`config.mk`:
```
export PLATFORM = sky130hd
export DESIGN_NAME = aci_exec
export DESIGN_NICKNAME = d
export VERILOG_FILES = /design/src/design/aci_pkg.sv /design/src/design/aci_exec.sv /design/src/design/aci_vec_mem.sv
export SDC_FILE = /design/constraint.sdc
export NUM_CORES = 1
export LEC_CHECK = 0
export BUFFER_PORTS_ARGS = -buffer_cell sky130_fd_sc_hd__buf_2
export CAP_MARGIN = 20
export CORE_MARGIN = 4
export CORE_UTILIZATION = 65
export DETAILED_ROUTE_END_ITERATION = 10
export PLACE_DENSITY = 0.87
export SYNTH_ARGS = -nofsm -noshare
export SYNTH_HDL_FRONTEND = slang
export SYNTH_HIERARCHICAL = 1
export SYNTH_SLANG_ARGS = --single-unit
```
`constraint.sdc`:
```
create_clock -name CLK_SYS -period 11.6 [get_ports CLK_SYS]
set_input_delay 2.32 -clock CLK_SYS [delete_from_list [all_inputs] [get_ports CLK_SYS]]
set_output_delay 2.32 -clock CLK_SYS [all_outputs]
set_load 0.1 [all_outputs]
```
`src/design/aci_pkg.sv`:
```
/*
 * Constants shared by the command executor and its vector memory.
 * Assumes one 100 MHz clock domain and an active-low asynchronous reset.
 */
package aci_pkg;
	localparam logic [7:0] OP_IRQ_ENABLE = 8'h19;
	localparam logic [7:0] OP_IRQ_DISABLE = 8'h1a;
	localparam logic [7:0] OP_ACCU_AXIS = 8'h22;
	localparam logic [7:0] OP_ACCU_GLOBAL = 8'h23;
	localparam logic [7:0] OP_CLEAR_ERR = 8'h24;
	localparam logic [7:0] OP_VECTOR = 8'h25;
	localparam logic [7:0] OP_IRQ_RETURN = 8'h26;
	localparam logic [7:0] TYPE_GLOBAL = 8'hff;
	localparam logic [7:0] BANK_USER = 8'h02;
	localparam logic [7:0] BANK_ZERO = 8'h00;
	localparam logic [7:0] BANK_THREE = 8'h03;
	localparam logic [7:0] ST_OK = 8'h64;
	localparam logic [7:0] ST_BAD_CSUM = 8'h01;
	localparam logic [7:0] ST_BAD_CMD = 8'h02;
	localparam logic [7:0] ST_BAD_TYPE = 8'h03;
	localparam logic [7:0] ST_BAD_BANK = 8'h04;
	// Error flag bit positions; clear selector n maps to bit n-1
	localparam int ERR_TIMEOUT = 0;
	localparam int ERR_ALARM = 1;
	localparam int ERR_DEVIATION = 2;
	localparam int ERR_POSITION = 3;
	localparam int ERR_SHUTDOWN = 4;
	localparam int ERR_COUNT = 5;
	// Register byte addresses
	localparam logic [7:0] REG_CTRL = 8'h00;
	localparam logic [7:0] REG_STATUS = 8'h04;
	localparam logic [7:0] REG_MASK = 8'h08;
	localparam logic [7:0] REG_ACCU = 8'h0c;
	localparam logic [7:0] REG_XREG = 8'h10;
	localparam logic [7:0] REG_PC = 8'h14;
	localparam logic [7:0] REG_IRQ_EN = 8'h18;
	localparam logic [7:0] REG_ERR = 8'h1c;
	localparam logic [7:0] REG_RESULT = 8'h20;
	localparam logic [1:0] RESP_OKAY = 2'b00;
	localparam logic [1:0] RESP_SLVERR = 2'b10;
	// Interrupt status bits
	localparam int EV_DONE = 0;
	localparam int EV_ERROR = 1;
	localparam int EV_TAKEN = 2;
	localparam int EV_COUNT = 3;
	localparam logic [31:0] RST_WORD = 32'h0000_0000;
endpackage : aci_pkg

```
`src/design/aci_exec.sv`:
```
/*
 * Command executor for accumulator transfers, error-flag clearing and interrupt control.
 * Assumes frames arrive as nine bytes on a byte strobe, and AXI4-Lite for the registers.
 */
// Local design decisions: the address map and the AXI4-Lite register port.
module aci_exec
	import aci_pkg::*;
#(
	parameter int NIRQ = 16,
	parameter int IW = 4
) (
	// Clock and reset
	input wire logic CLK_SYS,
	input wire logic RESETN,
	input wire logic CE,
	// Command bytes
	input wire logic BYTE_VALID,
	input wire logic [7:0] BYTE_DATA,
	// Reply
	output logic REPLY_VALID,
	output logic [7:0] REPLY_STATUS,
	output logic [7:0] REPLY_INSTR,
	// Parameter write-out
	output logic AXIS_WR,
	output logic [7:0] AXIS_INDEX,
	output logic [7:0] AXIS_MOTOR,
	output logic GLOBAL_WR,
	output logic [7:0] GLOBAL_INDEX,
	output logic [7:0] GLOBAL_BANK,
	output logic USERVAR_WR,
	output logic [31:0] PARAM_DATA,
	// Error events, interrupt sources and program counter
	input wire logic [ERR_COUNT-1:0] ERR_SET,
	input wire logic [NIRQ-1:0] IRQ_REQ,
	output logic [31:0] PC_OUT,
	// AXI4-Lite and interrupt output
	input wire logic [7:0] AWADDR,
	input wire logic AWVALID,
	output logic AWREADY,
	input wire logic [31:0] WDATA,
	input wire logic [3:0] WSTRB,
	input wire logic WVALID,
	output logic WREADY,
	output logic [1:0] BRESP,
	output logic BVALID,
	input wire logic BREADY,
	input wire logic [7:0] ARADDR,
	input wire logic ARVALID,
	output logic ARREADY,
	output logic [31:0] RDATA,
	output logic [1:0] RRESP,
	output logic RVALID,
	input wire logic RREADY,
	output logic IRQ
);
	// ----------------------------------------------------------------
	// Frame assembly
	// ----------------------------------------------------------------
	logic [7:0] frame_reg [9];
	logic [3:0] cnt_reg;
	logic [7:0] sum_reg;
	logic run_reg;
	wire frame_end = BYTE_VALID && cnt_reg == 4'd8;
	always_ff @(posedge CLK_SYS or negedge RESETN) begin
		if (!RESETN) begin
			cnt_reg <= 4'd0;
			sum_reg <= 8'h00;
			run_reg <= 1'b0;
		end else if (CE) begin
			run_reg <= frame_end && BYTE_DATA == sum_reg;
			if (BYTE_VALID) begin
				cnt_reg <= frame_end ? 4'd0 : cnt_reg + 4'd1;
				sum_reg <= frame_end ? 8'h00 : sum_reg + BYTE_DATA;
			end
		end
	end
	always_ff @(posedge CLK_SYS) begin
		if (CE && BYTE_VALID) begin
			frame_reg[cnt_reg] <= BYTE_DATA;
		end
	end
	logic bad_sum_reg;
	always_ff @(posedge CLK_SYS or negedge RESETN) begin
		if (!RESETN) begin
			bad_sum_reg <= 1'b0;
		end else if (CE) begin
			bad_sum_reg <= frame_end && BYTE_DATA != sum_reg;
		end
	end

	wire [7:0] op = frame_reg[1];
	wire [7:0] typ = frame_reg[2];
	wire [7:0] bank = frame_reg[3];
	wire [31:0] value = {frame_reg[4], frame_reg[5], frame_reg[6], frame_reg[7]};
	wire type_global = typ == TYPE_GLOBAL;
	wire type_irq_ok = typ < 8'(NIRQ);
	wire bank_ok = bank == BANK_ZERO || bank == BANK_USER || bank == BANK_THREE;

	// ----------------------------------------------------------------
	// Command decode
	// ----------------------------------------------------------------
	wire do_axis = run_reg && op == OP_ACCU_AXIS;
	wire do_glob = run_reg && op == OP_ACCU_GLOBAL && bank_ok;
	wire do_clear = run_reg && op == OP_CLEAR_ERR && typ <= 8'(ERR_COUNT);
	wire do_en = run_reg && op == OP_IRQ_ENABLE && (type_global || type_irq_ok);
	wire do_dis = run_reg && op == OP_IRQ_DISABLE && (type_global || type_irq_ok);
	wire do_vec = run_reg && op == OP_VECTOR && type_irq_ok;
	wire do_ret = run_reg && op == OP_IRQ_RETURN;
	wire known = op == OP_ACCU_AXIS || op == OP_ACCU_GLOBAL || op == OP_CLEAR_ERR
		|| op == OP_IRQ_ENABLE || op == OP_IRQ_DISABLE || op == OP_VECTOR || op == OP_IRQ_RETURN;
	wire cmd_ok = do_axis || do_glob || do_clear || do_en || do_dis || do_vec || do_ret;
	wire [7:0] status = bad_sum_reg ? ST_BAD_CSUM : !known ? ST_BAD_CMD
		: op == OP_ACCU_GLOBAL ? ST_BAD_BANK : ST_BAD_TYPE;

	// ----------------------------------------------------------------
	// Execution state
	// ----------------------------------------------------------------
	logic [31:0] accu_reg, xreg_reg, pc_reg, sacc_reg, sx_reg, spc_reg;
	logic [ERR_COUNT-1:0] err_reg, serr_reg;
	logic [NIRQ-1:0] ien_reg;
	logic gen_reg, busy_reg, vec_pend_reg;
	logic [EV_COUNT-1:0] ist_reg, mask_reg;
	logic [IW-1:0] pick;
	logic pick_ok;
	wire [NIRQ-1:0] live = IRQ_REQ & ien_reg & {NIRQ{gen_reg}};
	always_comb begin
		pick = '0;
		pick_ok = 1'b0;
		for (int i = NIRQ - 1; i >= 0; i--) begin
			if (live[i]) begin
				pick = IW'(i);
				pick_ok = 1'b1;
			end
		end
	end
	wire take = pick_ok && !busy_reg && !vec_pend_reg && !run_reg;
	logic [31:0] vec_data;
	aci_vec_mem #(.DEPTH(NIRQ), .AW(IW), .DW(32)) u_vec (
		.clk(CLK_SYS),
		.ce(CE),
		.wr_en(do_vec),
		.wr_addr(typ[IW-1:0]),
		.wr_data(value),
		.rd_addr(pick),
		.rd_data(vec_data)
	);

	// Clear mask per selector; type 0 clears every flag
	logic [ERR_COUNT-1:0] clr_mask;
	for (genvar g = 0; g < ERR_COUNT; g++) begin : g_clr
		assign clr_mask[g] = do_clear && (typ == 8'h00 || typ == 8'(g + 1));
	end
	wire [ERR_COUNT-1:0] err_next = (err_reg & ~clr_mask) | ERR_SET; // Set wins over clear

	always_ff @(posedge CLK_SYS or negedge RESETN) begin
		if (!RESETN) begin
			ien_reg <= '0;
			gen_reg <= 1'b0;
		end else if (CE) begin
			if (do_en && type_global) gen_reg <= 1'b1;
			else if (do_dis && type_global) gen_reg <= 1'b0;
			if (do_en && !type_global) ien_reg[typ[IW-1:0]] <= 1'b1;
			else if (do_dis && !type_global) ien_reg[typ[IW-1:0]] <= 1'b0;
		end
	end

	// Taking an interrupt: save context now, load the vector once the memory has read it
	always_ff @(posedge CLK_SYS or negedge RESETN) begin
		if (!RESETN) begin
			err_reg <= '0;
			busy_reg <= 1'b0;
			vec_pend_reg <= 1'b0;
			pc_reg <= RST_WORD;
			sacc_reg <= RST_WORD;
			sx_reg <= RST_WORD;
			spc_reg <= RST_WORD;
			serr_reg <= '0;
		end else if (CE) begin
			err_reg <= err_next;
			vec_pend_reg <= take;
			if (take) begin
				busy_reg <= 1'b1;
				sacc_reg <= accu_reg;
				sx_reg <= xreg_reg;
				spc_reg <= pc_reg;
				serr_reg <= err_reg;
			end
			if (vec_pend_reg) pc_reg <= vec_data;
			else if (do_ret) begin
				pc_reg <= spc_reg;
				err_reg <= serr_reg | ERR_SET;
				busy_reg <= 1'b0;
			end
		end
	end

	// ----------------------------------------------------------------
	// Reply and parameter write-out
	// ----------------------------------------------------------------
	always_ff @(posedge CLK_SYS or negedge RESETN) begin
		if (!RESETN) begin
			REPLY_VALID <= 1'b0;
			REPLY_STATUS <= 8'h00;
			REPLY_INSTR <= 8'h00;
			AXIS_WR <= 1'b0;
			GLOBAL_WR <= 1'b0;
			USERVAR_WR <= 1'b0;
			AXIS_INDEX <= 8'h00;
			AXIS_MOTOR <= 8'h00;
			GLOBAL_INDEX <= 8'h00;
			GLOBAL_BANK <= 8'h00;
			PARAM_DATA <= RST_WORD;
		end else if (CE) begin
			REPLY_VALID <= run_reg || bad_sum_reg;
			if (run_reg || bad_sum_reg) begin
				REPLY_STATUS <= cmd_ok ? ST_OK : status;
				REPLY_INSTR <= op;
			end
			AXIS_WR <= do_axis;
			GLOBAL_WR <= do_glob;
			USERVAR_WR <= do_glob && bank == BANK_USER;
			if (do_axis) begin
				AXIS_INDEX <= typ;
				AXIS_MOTOR <= bank;
				PARAM_DATA <= accu_reg;
			end
			if (do_glob) begin
				GLOBAL_INDEX <= typ;
				GLOBAL_BANK <= bank;
				PARAM_DATA <= accu_reg;
			end
		end
	end
	assign PC_OUT = pc_reg;

	// ----------------------------------------------------------------
	// AXI4-Lite slave
	// ----------------------------------------------------------------
	logic aw_got, w_got;
	logic [7:0] awa_reg;
	logic [31:0] wd_reg;
	logic [3:0] ws_reg;
	assign AWREADY = !aw_got && !BVALID;
	assign WREADY = !w_got && !BVALID;
	wire wr_go = aw_got && w_got && !BVALID;
	wire wr_map = awa_reg == REG_CTRL || awa_reg == REG_MASK || awa_reg == REG_ACCU
		|| awa_reg == REG_XREG;
	wire rd_go = ARVALID && ARREADY;
	assign ARREADY = !RVALID;
	wire rd_status = rd_go && ARADDR == REG_STATUS;
	wire [EV_COUNT-1:0] ev = {take, run_reg && !cmd_ok || bad_sum_reg, run_reg && cmd_ok};
	logic [31:0] rd_mux;
	logic rd_map;
	always_comb begin
		rd_map = 1'b1;
		case (ARADDR)
			REG_CTRL: rd_mux = {31'h0, gen_reg};
			REG_STATUS: rd_mux = {29'h0, ist_reg};
			REG_MASK: rd_mux = {29'h0, mask_reg};
			REG_ACCU: rd_mux = accu_reg;
			REG_XREG: rd_mux = xreg_reg;
			REG_PC: rd_mux = pc_reg;
			REG_IRQ_EN: rd_mux = 32'(ien_reg);
			REG_ERR: rd_mux = {27'h0, err_reg};
			REG_RESULT: rd_mux = {22'h0, busy_reg, vec_pend_reg, REPLY_STATUS};
			default: begin
				rd_mux = RST_WORD;
				rd_map = 1'b0;
			end
		endcase
	end
	function automatic logic [31:0] merge(input logic [31:0] old, input logic [31:0] nw,
		input logic [3:0] be);
		logic [31:0] r;
		r = old;
		for (int b = 0; b < 4; b++) if (be[b]) r[8*b +: 8] = nw[8*b +: 8];
		return r;
	endfunction
	always_ff @(posedge CLK_SYS or negedge RESETN) begin
		if (!RESETN) begin
			aw_got <= 1'b0;
			w_got <= 1'b0;
			awa_reg <= 8'h00;
			wd_reg <= RST_WORD;
			ws_reg <= 4'h0;
			BVALID <= 1'b0;
			BRESP <= RESP_OKAY;
			RVALID <= 1'b0;
			RRESP <= RESP_OKAY;
			RDATA <= RST_WORD;
			ist_reg <= '0;
			mask_reg <= '0;
			accu_reg <= RST_WORD;
			xreg_reg <= RST_WORD;
		end else if (CE) begin
			if (AWVALID && AWREADY) begin
				aw_got <= 1'b1;
				awa_reg <= AWADDR;
			end
			if (WVALID && WREADY) begin
				w_got <= 1'b1;
				wd_reg <= WDATA;
				ws_reg <= WSTRB;
			end
			if (wr_go) begin
				aw_got <= 1'b0;
				w_got <= 1'b0;
				BVALID <= 1'b1;
				BRESP <= wr_map ? RESP_OKAY : RESP_SLVERR;
			end else if (BREADY) BVALID <= 1'b0;
			if (rd_go) begin
				RVALID <= 1'b1;
				RDATA <= rd_mux;
				RRESP <= rd_map ? RESP_OKAY : RESP_SLVERR;
			end else if (RREADY) RVALID <= 1'b0;
			// Events set after a read clears, so none is lost
			ist_reg <= (rd_status ? '0 : ist_reg) | ev;
			if (wr_go && awa_reg == REG_MASK) mask_reg <= wd_reg[EV_COUNT-1:0];
			// Byte strobes apply to the two data registers; the mask takes the low EV_COUNT bits whatever the strobes
			if (wr_go && awa_reg == REG_ACCU) accu_reg <= merge(accu_reg, wd_reg, ws_reg);
			if (wr_go && awa_reg == REG_XREG) xreg_reg <= merge(xreg_reg, wd_reg, ws_reg);
			if (do_ret) begin
				accu_reg <= sacc_reg;
				xreg_reg <= sx_reg;
			end
		end
	end
	assign IRQ = |(ist_reg & mask_reg);
endmodule : aci_exec

```
`src/design/aci_vec_mem.sv`:
```
/*
 * Interrupt vector store: one handler address per interrupt number.
 * Assumes synchronous write and a registered read port.
 */
module aci_vec_mem
	import aci_pkg::*;
#(
	parameter int DEPTH = 16,
	parameter int AW = 4,
	parameter int DW = 32
) (
	// Clock
	input wire logic clk,
	input wire logic ce,
	// Write port
	input wire logic wr_en,
	input wire logic [AW-1:0] wr_addr,
	input wire logic [DW-1:0] wr_data,
	// Read port
	input wire logic [AW-1:0] rd_addr,
	output logic [DW-1:0] rd_data
);
	logic [DW-1:0] mem [DEPTH];

	// A redefinition simply overwrites the entry
	always_ff @(posedge clk) begin
		if (ce && wr_en) begin
			mem[wr_addr] <= wr_data;
		end
		if (ce) begin
			rd_data <= mem[rd_addr];
		end
	end
endmodule : aci_vec_mem

```
==> results of run 1 <==
-- power groups by stage --
| stage | sequential (W) | combinational [W] | clock [W] |
|---|---|---|---|
| floorplan | 0.00434 | 0.000394 | 0 |
| global placement | 0.00418 | 0.000757 | 0 |
| detailed placement | 0.00420 | 0.000788 | 0 |
| CTS | 0.00414 | 0.000804 | 0.00330 |
| global route | 0.00416 | 0.000859 | 0.00347 |
| finish | 0.00415 | 0.000810 | 0.00328 |
-- area by class of cell --
type	count	area (sq um)	share of cell area, %
clock buffers	133	2760	6.09
clock inverters	45	556	1.22
inverters	19	71.3	0.157
multi-input cells	1246	11300	24.9
flip-flops and latches	1003	28100	61.9
well taps	782	978	2.16
repair buffers	284	1610	3.56
-- per-stage QoR --
step / util (%) / worst slack [ns] / cell area (sq um) / hold slack (ns) / power (W)
after global routing: 74.9 / 6.08 / 45400 / 0.495 / 0.00849
after detailed placement: 69.3 / 5.52 / 42000 / 0.466 / 0.00499
after floorplan: - / 6.21 / 39900 / 0.447 / 0.00473
after global placement: 69.3 / 5.65 / 42000 / 0.459 / 0.00494
final: 74.9 / 6.21 / 45400 / 0.482 / 0.00824
after CTS: 74.7 / 6.15 / 45300 / 0.483 / 0.00824
-- per-layer routing --
layer	GRT usage [%]	vias to the layer above	part of all wire (%)
met5	0	-	0.016
met4	14.8	2	5.1
met3	6.13	369	10
met2	53.8	1688	50
met1	43.4	12400	35
li1	-	9779	-
-- worst max-delay path: stages --
cell and delay (ns):
buf_2 0.11, a22o_1 0.21, nand2_1 0.10, nand3_1 0.10, a22oi_1 0.24, o21ai_0 0.18
a21boi_4 0.18, buf_4 0.54, buf_4 0.70, buf_12 0.33, mux4_2 0.37, a22oi_1 0.24
nand2_1 0.09
-- cells in the mapped netlist (all sizes together) (9+ instances only) --
| cell | instances |
|---|---|
| a22o | 19 |
| nand3 | 21 |
| nand2 | 160 |
| clkbuf | 78 |
| and2 | 21 |
| nand4 | 9 |
| mux4 | 128 |
| dfrtp | 403 |
| nor2b | 17 |
| a22oi | 109 |
| a21oi | 73 |
| mux2 | 236 |
| mux2i | 96 |
| buf | 61 |
| nor2 | 95 |
| o21ai | 74 |
| o2bb2ai | 35 |
| ha | 11 |
| edfxtp | 600 |
| nor3 | 16 |
| o22ai | 13 |
| inv | 18 |
-- logic make-up (layout without fill, tap and decap cells) --
family                     after synthesis  after routing  share of synthesized area, %
buffers and inverters                  158            481                          1.74
AOI/OAI and AO/OA                      375            375                          6.39
adders and majority gates               12             12                         0.395
xor gates and xnor gates                 6              6                         0.132
other                                    1              5                       0.00940
muxes                                  460            460                          16.3
and+or+nand+nor                        388            388                          4.56
DFF                                   1003           1003                          70.5
-- cells in the final DEF, fill, tap and decap left out, types with 13 or more instances in the layout --
cell	instances
a21oi_1	73
a22o_1	19
a22oi_1	108
and2_1	18
buf_2	240
buf_4	37
clkbuf_1	20
clkbuf_16	101
clkinv_2	18
dfrtp_1	402
edfxtp_1	600
inv_1	18
mux2_2	225
mux2i_1	96
mux4_2	128
nand2_1	160
nand3_1	21
nor2_1	81
nor2_4	13
nor2b_1	15
o21ai_0	71
o22ai_1	13
o2bb2ai_1	35
-- worst max-delay path by stage --
stage	slack (ns)	from	end	cells past startpoint
2_1_floorplan	6.21	CE	u_vec/mem[0][0]$_DFFE_PP_	3
6_report	6.21	IRQ_REQ[12]	u_vec/rd_data[16]$_DFFE_PP_	13
3_5_place_dp	5.52	IRQ_REQ[12]	u_vec/rd_data[5]$_DFFE_PP_	12
5_1_grt	6.08	IRQ_REQ[12]	u_vec/rd_data[16]$_DFFE_PP_	13
3_3_place_gp	5.65	IRQ_REQ[12]	u_vec/rd_data[11]$_DFFE_PP_	12
4_1_cts	6.15	IRQ_REQ[12]	u_vec/rd_data[1]$_DFFE_PP_	12
==> results_dict.tcl, run 1 <==
set metrics [dict create \
    nets 2750 \
    synthesis.area_sq_um 39900 \
    final_cells 3512 \
    largest_reg_flops 512 \
    rsz0062_at_grt "false" \
    worst_hold_path.num_cells 2 \
    num_io_pins 248 \
    post-dp-hpwl_um 59000 \
    relSlewSlack_pct 24.9 \
    async_flop_share_pct 40.2 \
    p_int_w 0.00613 \
    syn_to_final_growth_pct 13.8 \
    num_antenna_cells 0 \
    min-delay-start "RDATA[19]$_DFFE_PN0P_" \
    grt_usage_pct 32.7 \
    drt-pass1-iter-count 6 \
    viasPerCell 6.91 \
    clockRootBuffer "clkbuf_16" \
    grt.overflow.total 0 \
    holdBufCountCts 0 \
    cellLeakagePower_nw 17.6 \
    min_path_type "flop to flop" \
    cts_tree "yes" \
    ant_nets 0 \
    synth-main-ff-cell "edfxtp_1" \
    startpoint_type "primary input" \
    cp.arrival_ns 5.78 \
    rr_worst_depth 12 \
    power_switching_w 0.00211 \
    core_sq_um 60600 \
    ys_ff_latch 1003 \
    grt_pass1_vias 25200 \
    drc_errors 0 \
    fin_crit_ns 5.39 \
    synth_top_area_share_pct 45.2 \
    antenna_found_initial 1 \
    synthDistinctLibCells 74 \
    setup_viol 0 \
    ctsHtreeMaxLevel 3 \
    wl_per_cell_um 30.5 \
    switching_share_pct 25.6 \
    clk_latency_ns 0.64 \
    dp.cells 3329 \
    synth_cells 2403 \
    ys_warn_count 6 \
    drive_gt1_share_pct 30.3 \
    fillers 3157 \
    hold_viol 0 \
    clkSinkCount 1003 \
    gp_congestion 0.906 \
    initial_core_util_pct 65.8 \
    tightestPinTransition_ns 1.13 \
    p_clk_share_pct 39.8 \
    powerDensity_nw_per_um2 182 \
    pwr-share-seq_pct 50.3 \
    numCtsBuffers 94 \
    fmax_ghz 0.185 \
    period_share_pct 46.5 \
    slew_viol_final 0 \
    grt_pass1_wl_um 162000 \
    cap_violations 0 \
    die_w_um 256 \
    timing.rr.end "u_vec/rd_data[16]$_DFFE_PP_" \
    skew_ns 0.0293 \
    drt_iter0_markers 3230 \
    drt_wl_total_um 107000 \
    p_comb_share_pct 9.8 \
    worstSetupPathType "primary input to flop" \
    status "completed" \
    crit_path_end_kind "flop" \
    r2r_setup_slack_ns 7.42 \
    dieArea_sq_um 65400 \
    ir_worst_vdd_mv 0.106 \
    min_to "RDATA[19]$_DFFE_PN0P_" \
    synth_area_leader_cell "edfxtp_1" \
    synth-seq-area-share_pct 70.5 \
    rows 90 \
    synth-edff-count 600 \
    portBuffers 242 \
    clk_transition_reported_paths_ns 0.07 \
    clock_path_buffers 3 \
    vias 24300 \
    postCtsSetupRepairBufs 0 \
    die_h_um 256 \
    crit_fanout 46 \
    fin_setup_tns_ns 0 \
    yosys-top-cells-area "edfxtp_1, dfrtp_1, mux4_2" \
    cp.required_ns 11.99 \
    grt_max_degree 128 \
    avgSynthCellArea_sq_um 16.6 \
    cts_resized 0 \
]
Power figures use the tool's default switching activity.
==> run 2, diff against run 1 <==
--- a/config.mk
+++ b/config.mk
@@ -5,12 +5,13 @@
 export SDC_FILE = /design/constraint.sdc
 export NUM_CORES = 1
 export LEC_CHECK = 0
+export ABC_AREA = 1
 export BUFFER_PORTS_ARGS = -buffer_cell sky130_fd_sc_hd__buf_2
 export CAP_MARGIN = 20
 export CORE_MARGIN = 4
-export CORE_UTILIZATION = 65
+export CORE_UTILIZATION = 61
 export DETAILED_ROUTE_END_ITERATION = 10
-export PLACE_DENSITY = 0.87
+export PLACE_DENSITY = 0.82
 export SYNTH_ARGS = -nofsm -noshare
 export SYNTH_HDL_FRONTEND = slang
 export SYNTH_HIERARCHICAL = 1
==> constraint.sdc (replaced) <==
create_clock -name CLK_SYS -period 5.1 [get_ports CLK_SYS]
set_input_delay 1.02 -clock CLK_SYS [delete_from_list [all_inputs] [get_ports CLK_SYS]]
set_output_delay 1.02 -clock CLK_SYS [all_outputs]
set_load 0.1 [all_outputs]
==> run 2 against run 1 <==
- total power grew 140%
- worst setup slack lost 5.2 ns
- clock-buffer cell count grew 2
- non-clock buffer count grew 22
- clock skew shrank 0.012 ns
- die area grew 14%
- sequential share of layout area shrank 3.5 points
- largest power group unchanged
- clock power grew 120%
- critical path depth grew 9
- combinational power grew to 3.4 times the previous value
- area after synthesis grew 7.8%
- register-to-register slack lost 6.4 ns
==> results_dict.tcl, run 2 <==
set metrics [dict create \
    status "completed" \
    viasPerCell 5.76 \
    cp.arrival_ns 4.51 \
    grt_pass1_vias 30600 \
    cts_resized 0 \
    drt-pass1-iter-count 6 \
    tightestPinTransition_ns 1.25 \
    slew_viol_final 0 \
    drt_iter0_markers 4250 \
    post-dp-hpwl_um 66400 \
    synth-main-ff-cell "edfxtp_1" \
    powerDensity_nw_per_um2 405 \
    layout_commonest_cell "nand2_1" \
    yosys-top-cells-area "edfxtp_1, dfrtp_1, nand2_1" \
    grt.overflow.total 0 \
    synth-edff-count 600 \
    portBuffers 242 \
    synthDistinctLibCells 61 \
    clkSinkCount 1003 \
    dieArea_sq_um 74800 \
    wl_per_cell_um 20.4 \
    relSlewSlack_pct 16.4 \
    drive_gt1_share_pct 12.2 \
    hold_viol 0 \
    rsz0062_at_grt "false" \
    nets 4591 \
    clk_transition_reported_paths_ns 0.06 \
    yosys-top-cells-count "nand2_1, inv_1, edfxtp_1" \
    rr_worst_depth 22 \
    largest_reg_flops 512 \
    crit_fanout 256 \
    cellLeakagePower_nw 22.1 \
    ctsHtreeMaxLevel 3 \
    crit_path_end_kind "flop" \
    holdBufCountCts 0 \
    grtUsageMet3_pct 6.40 \
    initial_core_util_pct 61.5 \
    cap_violations 0 \
    setup_viol 0 \
    r2r-start "gen_reg$_DFFE_PN0P_" \
    async_flop_share_pct 40.2 \
    met1_usage_pct 40.0 \
    grt_pass1_wl_um 172000 \
    ys_ff_latch 1003 \
    clockRootBuffer "clkbuf_16" \
    postCtsSetupRepairBufs 0 \
    drc_errors 0 \
    clk_latency_ns 0.65 \
    r2r_setup_slack_ns 0.99 \
    synthesis.area_sq_um 43000 \
    synth_most_common_cell "nand2_1" \
    min_path_type "primary input to asynchronous set/reset pin" \
    grtUsageMet2_pct 47.4 \
    synth_area_leader_cell "edfxtp_1" \
    ys_warn_count 6 \
    cp.required_ns 5.50 \
    rows 97 \
    timing.rr.end "u_vec/rd_data[3]$_DFFE_PP_" \
    ant_nets 0 \
    grt_usage_pct 29.8 \
    die_w_um 274 \
    fmax_ghz 0.243 \
    core_sq_um 69900 \
    final_util_pct 68.8 \
    skew_ns 0.0172 \
    fin_crit_ns 4.11 \
    syn_to_final_growth_pct 11.8 \
    gp_congestion 0.892 \
    final_cell_mix "nand2_1, inv_1, edfxtp_1" \
    period_share_pct 80.6 \
    numCtsBuffers 97 \
    vias 31800 \
    drt_wl_total_um 112000 \
    synth_cells 4288 \
    ir_worst_vdd_mv 0.377 \
    busiest_layer "met2" \
    startpoint_type "flop" \
    clock_path_buffers 3 \
    avgSynthCellArea_sq_um 10.0 \
    cts_tree "yes" \
    antenna_found_initial 11 \
    worstSetupPathType "flop to flop" \
    synth-seq-area-share_pct 65.3 \
    die_h_um 274 \
    grt_max_degree 257 \
    num_io_pins 248 \
    fin_setup_tns_ns 0 \
    synth_top_area_share_pct 41.9 \
]
==> run 2: cell count changes after synthesis, moves of 49 or more <==
cell	delta
o21ai_0	+83
mux2_2	-222
a31oi_1	+68
a22oi_1	-109
nand2_1	+1133
nand3_1	+396
nor2_1	+87
o21ai_1	+60
mux4_2	-128
buf_6	+49
inv_1	+596
mux2i_1	-96
==> run 2: where the power goes <==
part	switching, W	leakage, nW	internal (W)	total (W)
Sequential	0.000377	10.3	0.00909	0.00946
Combinational	0.00213	10.2	0.000624	0.00276
Clock	0.00302	1.57	0.00425	0.00727
==> run 2: how the worst max path moves through the flow <==
stage                                   start                          to  slack, ns  cells past startpoint
final                     gen_reg$_DFFE_PN0P_  u_vec/rd_data[3]$_DFFE_PP_       0.99                     22
after global routing      gen_reg$_DFFE_PN0P_  u_vec/rd_data[9]$_DFFE_PP_       0.80                     22
after CTS                 gen_reg$_DFFE_PN0P_  u_vec/rd_data[3]$_DFFE_PP_       1.16                     22
after detailed placement          IRQ_REQ[15]  u_vec/rd_data[9]$_DFFE_PP_       0.99                     23
after global placement            IRQ_REQ[15]  u_vec/rd_data[1]$_DFFE_PP_       1.09                     23
after floorplan            BVALID$_DFFE_PN0P_       wd_reg[2]$_DFFE_PN0P_       1.83                      5
==> run 2: worst max-delay path, cell delays in order (launching register included) <==
cell     delay, ns
dfrtp_1       0.92
nand2_2       0.13
nor2_4        0.14
nand2_1       0.06
nand2_1       0.05
nand2_1       0.05
nand2_1       0.06
nand2_1       0.06
nand2_1       0.06
nand2_1       0.06
nand2_1       0.05
nand2_1       0.05
nand2_1       0.06
nand2_1       0.05
nand2_1       0.05
nand2_1       0.09
a21oi_4       0.23
buf_12        0.78
nand2_1       0.16
nand3_1       0.17
nand3_1       0.14
nand3_1       0.13
nand2_1       0.06
==> run 2: metrics by stage <==
step	total power (W)	cell area, sq um	hold slack [ns]	std cells	setup slack [ns]
after floorplan	0.0116	43000	0.442	4292	1.83
after global placement	0.0122	44800	0.446	5327	1.09
after detailed placement	0.0123	44800	0.447	5327	0.993
after CTS	0.0195	48000	0.435	5507	1.16
after global routing	0.0202	48100	0.482	5513	0.796
final	0.0195	48100	0.408	5515	0.988
==> run 2: cell type report <==
cell class              instances  area [sq um]
repair buffers                306          1820
inverters                     628          2370
clock inverters                45           510
diodes                          5          12.5
clock buffers                 135          2700
flip-flops and latches       1003         28100
fillers                      4854         21800
multi-input cells            2453         11400
well taps                     940          1180
==> run 2: kinds of logic (layout without fill, tap and decap cells) <==
family,after synthesis,count (layout),share of synthesized area (%)
compound gates,458,458,6.22
flops,1003,1003,65.3
mux,4,4,0.105
xor+xnor,3,3,0.0611
buf+inv,836,1114,8.61
simple gates,1971,1971,19.3
other cells,1,10,0.00872
fa+ha+maj,12,12,0.367
==> run 2: routing by layer <==
layer | vias up | part of all wire, %
met3 | 417 | 11
met1 | 15100 | 37
li1 | 14300 | -
met2 | 1869 | 47
met5 | - | 0.042
met4 | 6 | 5.4
